File: src/design/timer_core_pkg.sv
// Package for the timer counter core: register map, field layout,
// reset values, clock source codes and the bus request bundle.
// Assumes a 32-bit Avalon-MM master with byte addresses.
package timer_core_pkg;
    // ------------------------------------------------------------
    // Register map (byte addresses, one byte register per word)
    // ------------------------------------------------------------
    localparam logic [4:0] ADDR_STATUS_CONTROL = 5'h00;
    localparam logic [4:0] ADDR_COUNT_HIGH = 5'h04;
    localparam logic [4:0] ADDR_COUNT_LOW = 5'h08;
    localparam logic [4:0] ADDR_LIMIT_HIGH = 5'h0c;
    localparam logic [4:0] ADDR_LIMIT_LOW = 5'h10;

    // ------------------------------------------------------------
    // Status/control field positions
    // ------------------------------------------------------------
    localparam int WRAP_FLAG_BIT = 7;
    localparam int IRQ_ENABLE_BIT = 6;
    localparam int CENTER_BIT = 5;
    localparam int CLK_SEL_HI_BIT = 4;
    localparam int CLK_SEL_LO_BIT = 3;
    localparam int PRESCALE_MSB = 2;

    // ------------------------------------------------------------
    // Reset values and counter constants
    // ------------------------------------------------------------
    localparam logic [7:0] STATUS_RESET = 8'h00;
    localparam logic [15:0] COUNT_RESET = 16'h0000;
    localparam logic [15:0] LIMIT_RESET = 16'h0000;
    localparam logic [15:0] COUNT_FULL = 16'hffff;
    localparam logic [15:0] COUNT_ONE = 16'h0001;
    localparam logic [6:0] PRESCALE_RESET = 7'h00;
    localparam logic [31:0] READ_RESET = 32'h0000_0000;

    typedef enum logic [1:0] {
        SRC_NONE = 2'b00,
        SRC_BUS = 2'b01,
        SRC_FIXED = 2'b10,
        SRC_EXT = 2'b11
    } clock_source_e;

    typedef enum logic {
        BUS_IDLE = 1'b0,
        BUS_DONE = 1'b1
    } bus_state_e;

    typedef struct packed {
        logic read;
        logic write;
        logic [4:0] address;
        logic [31:0] writedata;
        logic [3:0] byteenable;
    } avalon_req_s;
endpackage : timer_core_pkg

File: src/design/timer_counter_control_core.sv
// Timer counter core: status/control, 16-bit counter with coherent
// byte reads, 16-bit wrap limit with write inhibit, clock select and
// prescaler. Assumes an Avalon-MM master on CLK and a debug freeze
// level produced by logic on the same clock.
`timescale 1ns/100ps

module timer_counter_control_core (
    input wire logic CLK, // Bus clock, 25 MHz
    input wire logic RST, // Synchronous reset, active high
    input timer_core_pkg::avalon_req_s AVS_REQ, // Avalon request bundle
    output logic [31:0] AVS_READDATA, // Read data, byte in low lane
    output logic AVS_WAITREQUEST, // Low for one cycle to answer
    input wire logic EXT_TIMER_CLK, // External timer clock pin
    input wire logic FIXED_CLK, // Fixed system clock level
    input wire logic DEBUG_FREEZE, // Background debug active
    output logic WRAP_IRQ, // Wrap interrupt request
    output logic [15:0] COUNT_VALUE, // Counter value to channels
    output logic COUNT_DOWN, // Counting down in center mode
    output logic CENTER_ALIGN // Center-aligned select to channels
);
    import timer_core_pkg::*;

    // ------------------------------------------------------------
    // Declarations
    // ------------------------------------------------------------
    bus_state_e bus_state_reg;
    clock_source_e clk_sel_reg;
    logic [31:0] readdata_reg;
    logic [15:0] count_reg, count_next, limit_reg, buffer_reg, top, shown;
    logic [7:0] rd_value;
    logic [6:0] pre_cnt_reg;
    logic [2:0] prescale_reg;
    logic waitreq_reg, flag_reg, armed_reg, irq_en_reg, center_reg, irq_reg;
    logic down_reg, down_next, latched_reg, wait_high_reg;
    logic limit_hi_written_reg, limit_lo_written_reg;
    logic ext_sync1_reg, ext_sync2_reg, ext_prev_reg;
    logic fix_sync1_reg, fix_sync2_reg, fix_prev_reg;
    logic accept, rd_sc, wr_sc, rd_ch, rd_cl, wr_cnt, wr_lh, wr_ll;
    logic src_pulse, tick, wrap_event, wrap_set, inhibit;

    // Mask of low prescaler bits that must all be set for a tick
    function automatic logic [6:0] prescale_mask(input logic [2:0] ps);
        prescale_mask = 7'((8'h01 << ps) - 8'h01);
    endfunction : prescale_mask

    // ------------------------------------------------------------
    // Bus slave
    // ------------------------------------------------------------
    // Effects happen once, at the edge that accepts the request
    assign accept = (AVS_REQ.read || AVS_REQ.write) && (bus_state_reg == BUS_IDLE);

    function automatic logic hit_wr(input avalon_req_s r, input logic [4:0] a);
        hit_wr = r.write && r.byteenable[0] && (r.address == a);
    endfunction : hit_wr

    assign rd_sc = accept && AVS_REQ.read && (AVS_REQ.address == ADDR_STATUS_CONTROL);
    assign rd_ch = accept && AVS_REQ.read && (AVS_REQ.address == ADDR_COUNT_HIGH);
    assign rd_cl = accept && AVS_REQ.read && (AVS_REQ.address == ADDR_COUNT_LOW);
    assign wr_sc = accept && hit_wr(AVS_REQ, ADDR_STATUS_CONTROL);
    assign wr_cnt = accept && (hit_wr(AVS_REQ, ADDR_COUNT_HIGH)
                    || hit_wr(AVS_REQ, ADDR_COUNT_LOW));
    assign wr_lh = accept && hit_wr(AVS_REQ, ADDR_LIMIT_HIGH);
    assign wr_ll = accept && hit_wr(AVS_REQ, ADDR_LIMIT_LOW);

    always_ff @(posedge CLK) begin
        if (RST) begin
            bus_state_reg <= BUS_IDLE;
            waitreq_reg <= 1'b1;
        end else begin
            case (bus_state_reg)
                BUS_IDLE: begin
                    if (accept) begin
                        bus_state_reg <= BUS_DONE;
                        waitreq_reg <= 1'b0;
                    end
                end
                BUS_DONE: begin
                    bus_state_reg <= BUS_IDLE;
                    waitreq_reg <= 1'b1;
                end
                default: begin
                    bus_state_reg <= BUS_IDLE;
                    waitreq_reg <= 1'b1;
                end
            endcase
        end
    end

    assign shown = latched_reg ? buffer_reg : count_reg;

    always_comb begin
        case (AVS_REQ.address)
            ADDR_STATUS_CONTROL: rd_value = {flag_reg, irq_en_reg, center_reg,
                                             clk_sel_reg, prescale_reg};
            ADDR_COUNT_HIGH: rd_value = shown[15:8];
            ADDR_COUNT_LOW: rd_value = shown[7:0];
            ADDR_LIMIT_HIGH: rd_value = limit_reg[15:8];
            ADDR_LIMIT_LOW: rd_value = limit_reg[7:0];
            default: rd_value = 8'h00;
        endcase
    end

    always_ff @(posedge CLK) begin
        if (RST) begin
            readdata_reg <= READ_RESET;
        end else if (accept && AVS_REQ.read) begin
            readdata_reg <= {24'h000000, rd_value};
        end
    end

    // ------------------------------------------------------------
    // Status and control
    // ------------------------------------------------------------
    always_ff @(posedge CLK) begin
        if (RST) begin
            irq_en_reg <= STATUS_RESET[IRQ_ENABLE_BIT];
            center_reg <= STATUS_RESET[CENTER_BIT];
            clk_sel_reg <= SRC_NONE;
            prescale_reg <= STATUS_RESET[PRESCALE_MSB:0];
        end else if (wr_sc) begin
            irq_en_reg <= AVS_REQ.writedata[IRQ_ENABLE_BIT];
            center_reg <= AVS_REQ.writedata[CENTER_BIT];
            clk_sel_reg <= clock_source_e'(AVS_REQ.writedata[CLK_SEL_HI_BIT:CLK_SEL_LO_BIT]);
            prescale_reg <= AVS_REQ.writedata[PRESCALE_MSB:0];
        end
    end

    // A new wrap beats a pending clear and restarts the sequence
    always_ff @(posedge CLK) begin
        if (RST) begin
            flag_reg <= STATUS_RESET[WRAP_FLAG_BIT];
            armed_reg <= 1'b0;
        end else if (wrap_set) begin
            flag_reg <= 1'b1;
            armed_reg <= 1'b0;
        end else if (wr_sc) begin
            if (armed_reg && !AVS_REQ.writedata[WRAP_FLAG_BIT]) begin
                flag_reg <= 1'b0;
            end
            armed_reg <= 1'b0;
        end else if (rd_sc && flag_reg) begin
            armed_reg <= 1'b1;
        end
    end

    always_ff @(posedge CLK) begin
        if (RST) begin
            irq_reg <= 1'b0;
        end else begin
            irq_reg <= flag_reg && irq_en_reg;
        end
    end

    // ------------------------------------------------------------
    // Clock synchronizers and prescaler
    // ------------------------------------------------------------
    // two stages, then edge detect
    always_ff @(posedge CLK) begin
        if (RST) begin
            ext_sync1_reg <= 1'b0;
            ext_sync2_reg <= 1'b0;
            ext_prev_reg <= 1'b0;
            fix_sync1_reg <= 1'b0;
            fix_sync2_reg <= 1'b0;
            fix_prev_reg <= 1'b0;
        end else begin
            ext_sync1_reg <= EXT_TIMER_CLK;
            ext_sync2_reg <= ext_sync1_reg;
            ext_prev_reg <= ext_sync2_reg;
            fix_sync1_reg <= FIXED_CLK;
            fix_sync2_reg <= fix_sync1_reg;
            fix_prev_reg <= fix_sync2_reg;
        end
    end

    // source select; bounds the pin rate
    always_comb begin
        case (clk_sel_reg)
            SRC_BUS: src_pulse = 1'b1;
            SRC_FIXED: src_pulse = fix_sync2_reg && !fix_prev_reg;
            SRC_EXT: src_pulse = ext_sync2_reg && !ext_prev_reg;
            default: src_pulse = 1'b0;
        endcase
    end

    always_ff @(posedge CLK) begin
        if (RST) begin
            pre_cnt_reg <= PRESCALE_RESET;
        end else if (src_pulse && !DEBUG_FREEZE) begin
            pre_cnt_reg <= 7'(pre_cnt_reg + 7'h01);
        end
    end

    assign tick = src_pulse && !DEBUG_FREEZE
                  && ((pre_cnt_reg & prescale_mask(prescale_reg)) == prescale_mask(prescale_reg));

    // ------------------------------------------------------------
    // Counter
    // ------------------------------------------------------------
    // zero and all ones both give full range
    assign top = (limit_reg == LIMIT_RESET) ? COUNT_FULL : limit_reg;

    always_comb begin
        count_next = count_reg;
        down_next = down_reg;
        wrap_event = 1'b0;
        if (wr_cnt) begin
            count_next = COUNT_RESET;
            down_next = 1'b0;
        end else if (tick) begin
            if (!center_reg) begin
                down_next = 1'b0;
                if (count_reg == top) begin
                    count_next = COUNT_RESET;
                    wrap_event = 1'b1;
                end else begin
                    count_next = 16'(count_reg + COUNT_ONE);
                end
            end else if (down_reg) begin
                if (count_reg == COUNT_RESET) begin
                    down_next = 1'b0;
                    count_next = COUNT_ONE;
                end else begin
                    count_next = 16'(count_reg - COUNT_ONE);
                end
            end else if (count_reg == top) begin
                // step below limit sets flag; turn
                down_next = 1'b1;
                count_next = 16'(count_reg - COUNT_ONE);
                wrap_event = 1'b1;
            end else begin
                count_next = 16'(count_reg + COUNT_ONE);
            end
        end
    end

    assign inhibit = limit_hi_written_reg || limit_lo_written_reg;
    assign wrap_set = wrap_event && !inhibit;

    // reset clears; no tick while frozen
    always_ff @(posedge CLK) begin
        if (RST) begin
            count_reg <= COUNT_RESET;
            down_reg <= 1'b0;
        end else begin
            count_reg <= count_next;
            down_reg <= down_next;
        end
    end

    // ------------------------------------------------------------
    // Wrap limit
    // ------------------------------------------------------------
    always_ff @(posedge CLK) begin
        if (RST) begin
            limit_reg <= LIMIT_RESET;
            limit_hi_written_reg <= 1'b0;
            limit_lo_written_reg <= 1'b0;
        end else begin
            if (wr_lh) begin
                limit_reg[15:8] <= AVS_REQ.writedata[7:0];
                limit_hi_written_reg <= !limit_lo_written_reg;
                limit_lo_written_reg <= 1'b0;
            end else if (wr_ll) begin
                limit_reg[7:0] <= AVS_REQ.writedata[7:0];
                limit_lo_written_reg <= !limit_hi_written_reg;
                limit_hi_written_reg <= 1'b0;
            end
        end
    end

    // ------------------------------------------------------------
    // Coherent read buffer
    // ------------------------------------------------------------
    always_ff @(posedge CLK) begin
        if (RST) begin
            latched_reg <= 1'b0;
            wait_high_reg <= 1'b0;
            buffer_reg <= COUNT_RESET;
        end else if (wr_cnt || wr_sc) begin
            latched_reg <= 1'b0;
        end else if (!DEBUG_FREEZE && (rd_ch || rd_cl)) begin
            if (!latched_reg) begin
                latched_reg <= 1'b1;
                buffer_reg <= count_reg;
                wait_high_reg <= rd_cl;
            end else if ((rd_ch && wait_high_reg) || (rd_cl && !wait_high_reg)) begin
                latched_reg <= 1'b0;
            end
        end
    end

    // ------------------------------------------------------------
    // Outputs
    // ------------------------------------------------------------
    assign AVS_READDATA = readdata_reg;
    assign AVS_WAITREQUEST = waitreq_reg;
    assign WRAP_IRQ = irq_reg;
    assign COUNT_VALUE = count_reg;
    assign COUNT_DOWN = down_reg;
    assign CENTER_ALIGN = center_reg;
endmodule : timer_counter_control_core

File: config.mk
export PLATFORM = sky130hd
export DESIGN_NAME = timer_counter_control_core
export DESIGN_NICKNAME = d
export VERILOG_FILES = /design/src/design/timer_core_pkg.sv /design/src/design/timer_counter_control_core.sv
export SDC_FILE = /design/constraint.sdc
export NUM_CORES = 1
export LEC_CHECK = 0
export BUFFER_PORTS_ARGS = -buffer_cell sky130_fd_sc_hd__buf_2
export CAP_MARGIN = 10
export CORE_MARGIN = 2
export CORE_UTILIZATION = 60
export DETAILED_ROUTE_END_ITERATION = 16
export PLACE_DENSITY = 0.93
export SKIP_CTS_REPAIR_TIMING = 1
export SYNTH_ARGS = -nofsm -noshare
export SYNTH_HDL_FRONTEND = slang
export SYNTH_SLANG_ARGS = --single-unit
File: constraint.sdc
create_clock -name CLK -period 8.05 [get_ports CLK]
set_clock_uncertainty 0.1 [all_clocks]
set_input_delay 1.2075 -clock CLK [delete_from_list [all_inputs] [get_ports CLK]]
set_output_delay 1.2075 -clock CLK [all_outputs]
set_load 0.005 [all_outputs]
==> results.sh <==
export IMPL_gp_congestion=0.9625
export IMPL_first_global_vias=4424
export IMPL_critPathCaptureType="flop"
export IMPL_worstPathArrival_ps=4140
export IMPL_dr_pass1_iters=5
export IMPL_grt_overflow_total=0
export IMPL_grt_start_max_net_pins=72
export IMPL_synthCells=625
export IMPL_hold_viol=0
export IMPL_max_freq_ghz=0.2520
export IMPL_rows=33
export IMPL_rsz0062_at_grt="false"
export IMPL_clock_path_buffers=2
export IMPL_reg2reg_from="limit_reg[5]"
export IMPL_path_buf_inv=1
export IMPL_maxCapViolCount=0
export IMPL_synth_edff_count=0
export IMPL_synth_distinct_cells=57
export IMPL_ys_flop_type="dfxtp_1"
export IMPL_antenna_left=0
export IMPL_viasPerCell=6.393
export IMPL_root_buffer="clkbuf_8"
export IMPL_holdCritStartpoint="fix_sync1_reg"
export IMPL_whs_ps=358.6
export IMPL_die_h_um=95.21
export IMPL_path_class="flop to flop"
export IMPL_ys_warn_count=0
export IMPL_grt_usage=0.3007
export IMPL_crit_path_start="limit_reg[5]"
export IMPL_path_max_fanout=17
export IMPL_syn_avg_cell_area_um2=7.986
export IMPL_cpLargestDelayFamily="simple AND/OR/NAND/NOR gates"
export IMPL_vias=4795
export IMPL_period_minus_slack_ps=3968
export IMPL_cts_clk_slew_worst_paths_ps=100
export IMPL_dr_first_iter_drc_count=366
export IMPL_area_delta_synth_final_pct=5.841
export IMPL_clock_sinks=86
export IMPL_outcome="completed"
export IMPL_synthArstFlopShare=0
export IMPL_cp_start_kind="flop"
export IMPL_worstMarginPinSlew_ps=1046
export IMPL_cpPeakStageDelay_ps=740
export IMPL_crit_slowest_cell="nor4_2"
export IMPL_drv_slew=0
export IMPL_setup_viol=0
export IMPL_start_util=0.6136
export IMPL_drcViolationCount=0
export IMPL_die_w_um=95.21
export IMPL_tritoncts="yes"
export IMPL_nNetsFinal=692
export IMPL_hpwl_um=9114
export IMPL_synth_seq_cells=86
export IMPL_clk_insertion_delay_late_ps=360
export IMPL_power_leakage_nw=1.978
export IMPL_cts_max_level=3
export IMPL_die_area_um2=9064
export IMPL_routedWlPerCell_um=17.95
export IMPL_hp_class="flop to flop"
export IMPL_syn_area_um2=4991
export IMPL_p_per_area_nw_per_um2=146.6
export IMPL_numCtsBuffers=9
export IMPL_grt_pass1_wl_um=21250
export IMPL_core_um2=8134
export IMPL_routed_wl_um=13460
export IMPL_path_cells="nor4_2 -> clkbuf_2 -> a41oi_1 -> xnor2_1 -> nor4_1 -> nand4_2 -> a21oi_2 -> a221oi_1 -> a211oi_1"
export IMPL_tns_ps=0
export IMPL_critical_path_required_ps=8220
export IMPL_port_buffers=48
export IMPL_finalCritPeriodShare=0.4930
export IMPL_slew_headroom=0.3004
export IMPL_antenna_cells=0
export IMPL_seq_area_frac_synth=0.3449
export IMPL_io_pins=100
export IMPL_finalPower_uw=774.4
export IMPL_antenna_found_initial=0
export IMPL_peakVddDrop_mv=0.1392
export IMPL_drive_gt1_frac=0.1380
==> final cells by class <==
class / instances / area [um2]
multi-input combinational: 480 / 2937
inverter: 10 / 37.54
timing repair buffer: 53 / 275.3
fill: 682 / 2851
tap: 105 / 131.4
sequential: 86 / 1722
clock inverter: 7 / 56.30
clock buffer: 9 / 123.9
==> cell usage in the layout, fill, tap and decap left out, types with 3 or more instances in the layout <==
master / Yosys / routed
nand2b_1: 7 / 7
nor4_1: 8 / 8
conb_1: 1 / 24
xnor2_1: 19 / 19
ha_1: 4 / 4
clkinvlp_4: 0 / 3
nor3_1: 18 / 18
o22ai_1: 9 / 9
mux2i_1: 45 / 45
inv_1: 9 / 9
nand3b_1: 3 / 3
clkbuf_8: 0 / 9
and3_1: 6 / 6
or3_1: 10 / 10
o21ai_0: 15 / 15
nand3_1: 16 / 16
a31oi_1: 6 / 6
a211oi_1: 9 / 9
dfxtp_1: 86 / 86
xor2_1: 4 / 4
buf_4: 27 / 4
a41oi_1: 14 / 14
a21oi_1: 51 / 51
nor2_1: 86 / 86
or2_2: 3 / 3
a221oi_1: 7 / 7
mux2_2: 3 / 3
nor2b_1: 7 / 7
nor4_2: 5 / 4
buf_2: 3 / 48
and2_1: 4 / 4
nand2_1: 61 / 61
==> logic make-up after synthesis <==
| kind of cell | Yosys count | share of synthesized area |
|---|---|---|
| AOI/OAI and AO/OA | 142 | 0.1950 |
| xor gates and xnor gates | 23 | 0.04036 |
| adders and majority gates | 4 | 0.01003 |
| buffers and inverters | 82 | 0.08573 |
| DFF | 86 | 0.3449 |
| muxes | 48 | 0.09702 |
| other | 1 | 0.0007513 |
| and+or+nand+nor | 239 | 0.2261 |
==> metal layers <==
layer	global-route usage	share of wire
met3	0.06719	0.094
met5	0	0
met1	0.3572	0.40
met2	0.5012	0.47
met4	0.1679	0.041
==> where the power goes <==
part | leakage (nW) | total, mW | internal (mW) | switching (mW)
registers | 0.694 | 0.433 | 0.428 | 0.00433
logic | 1.20 | 0.0525 | 0.0195 | 0.0329
clock network | 0.0842 | 0.289 | 0.116 | 0.173
total | 1.98 | 0.774 | 0.564 | 0.211
==> final timing paths <==
kind | end | cells after the start | slack (ps)
worst min-delay path | fix_sync2_reg | 1 | 360
worst min register to register | fix_sync2_reg | 1 | 360
worst max register to register | COUNT_VALUE[11] | 9 | 4080
worst max-delay path | COUNT_VALUE[11] | 9 | 4080
==> through the flow <==
| stage | instance area, um2 | setup WS (ps) | instances | util |
|---|---|---|---|---|
| finish | 5283 | 4082 | 750 | 0.6494 |
| global route | 5283 | 3870 | 750 | 0.6494 |
| CTS | 5254 | 3868 | 747 | 0.6459 |
| detailed placement | 5074 | 3895 | 731 | 0.6238 |
| global placement | 5074 | 4086 | 731 | 0.6238 |
| floorplan | 5077 | 4897 | 648 | - |
==> synthesized netlist by cell type, drive strengths merged, types with 3 or more instances <==
| cell type | instances | area share |
|---|---|---|
| a211oi | 10 | 0.016 |
| a21oi | 52 | 0.053 |
| a221oi | 7 | 0.012 |
| a31oi | 6 | 0.0075 |
| a41oi | 16 | 0.031 |
| and2 | 4 | 0.0050 |
| and3 | 6 | 0.0075 |
| buf | 36 | 0.051 |
| clkbuf | 36 | 0.027 |
| dfxtp | 86 | 0.34 |
| ha | 4 | 0.010 |
| inv | 9 | 0.0068 |
| mux2 | 3 | 0.0068 |
| mux2i | 45 | 0.090 |
| nand2 | 61 | 0.046 |
| nand2b | 7 | 0.0088 |
| nand3 | 16 | 0.016 |
| nand3b | 3 | 0.0045 |
| nand4 | 3 | 0.0050 |
| nor2 | 86 | 0.065 |
| nor2b | 7 | 0.0088 |
| nor3 | 18 | 0.018 |
| nor4 | 13 | 0.023 |
| o21ai | 15 | 0.015 |
| o221a | 4 | 0.0090 |
| o22ai | 9 | 0.011 |
| or2 | 3 | 0.0038 |
| or3 | 10 | 0.013 |
| xnor2 | 19 | 0.033 |
| xor2 | 4 | 0.0070 |
(Power assumes the default switching activity.)
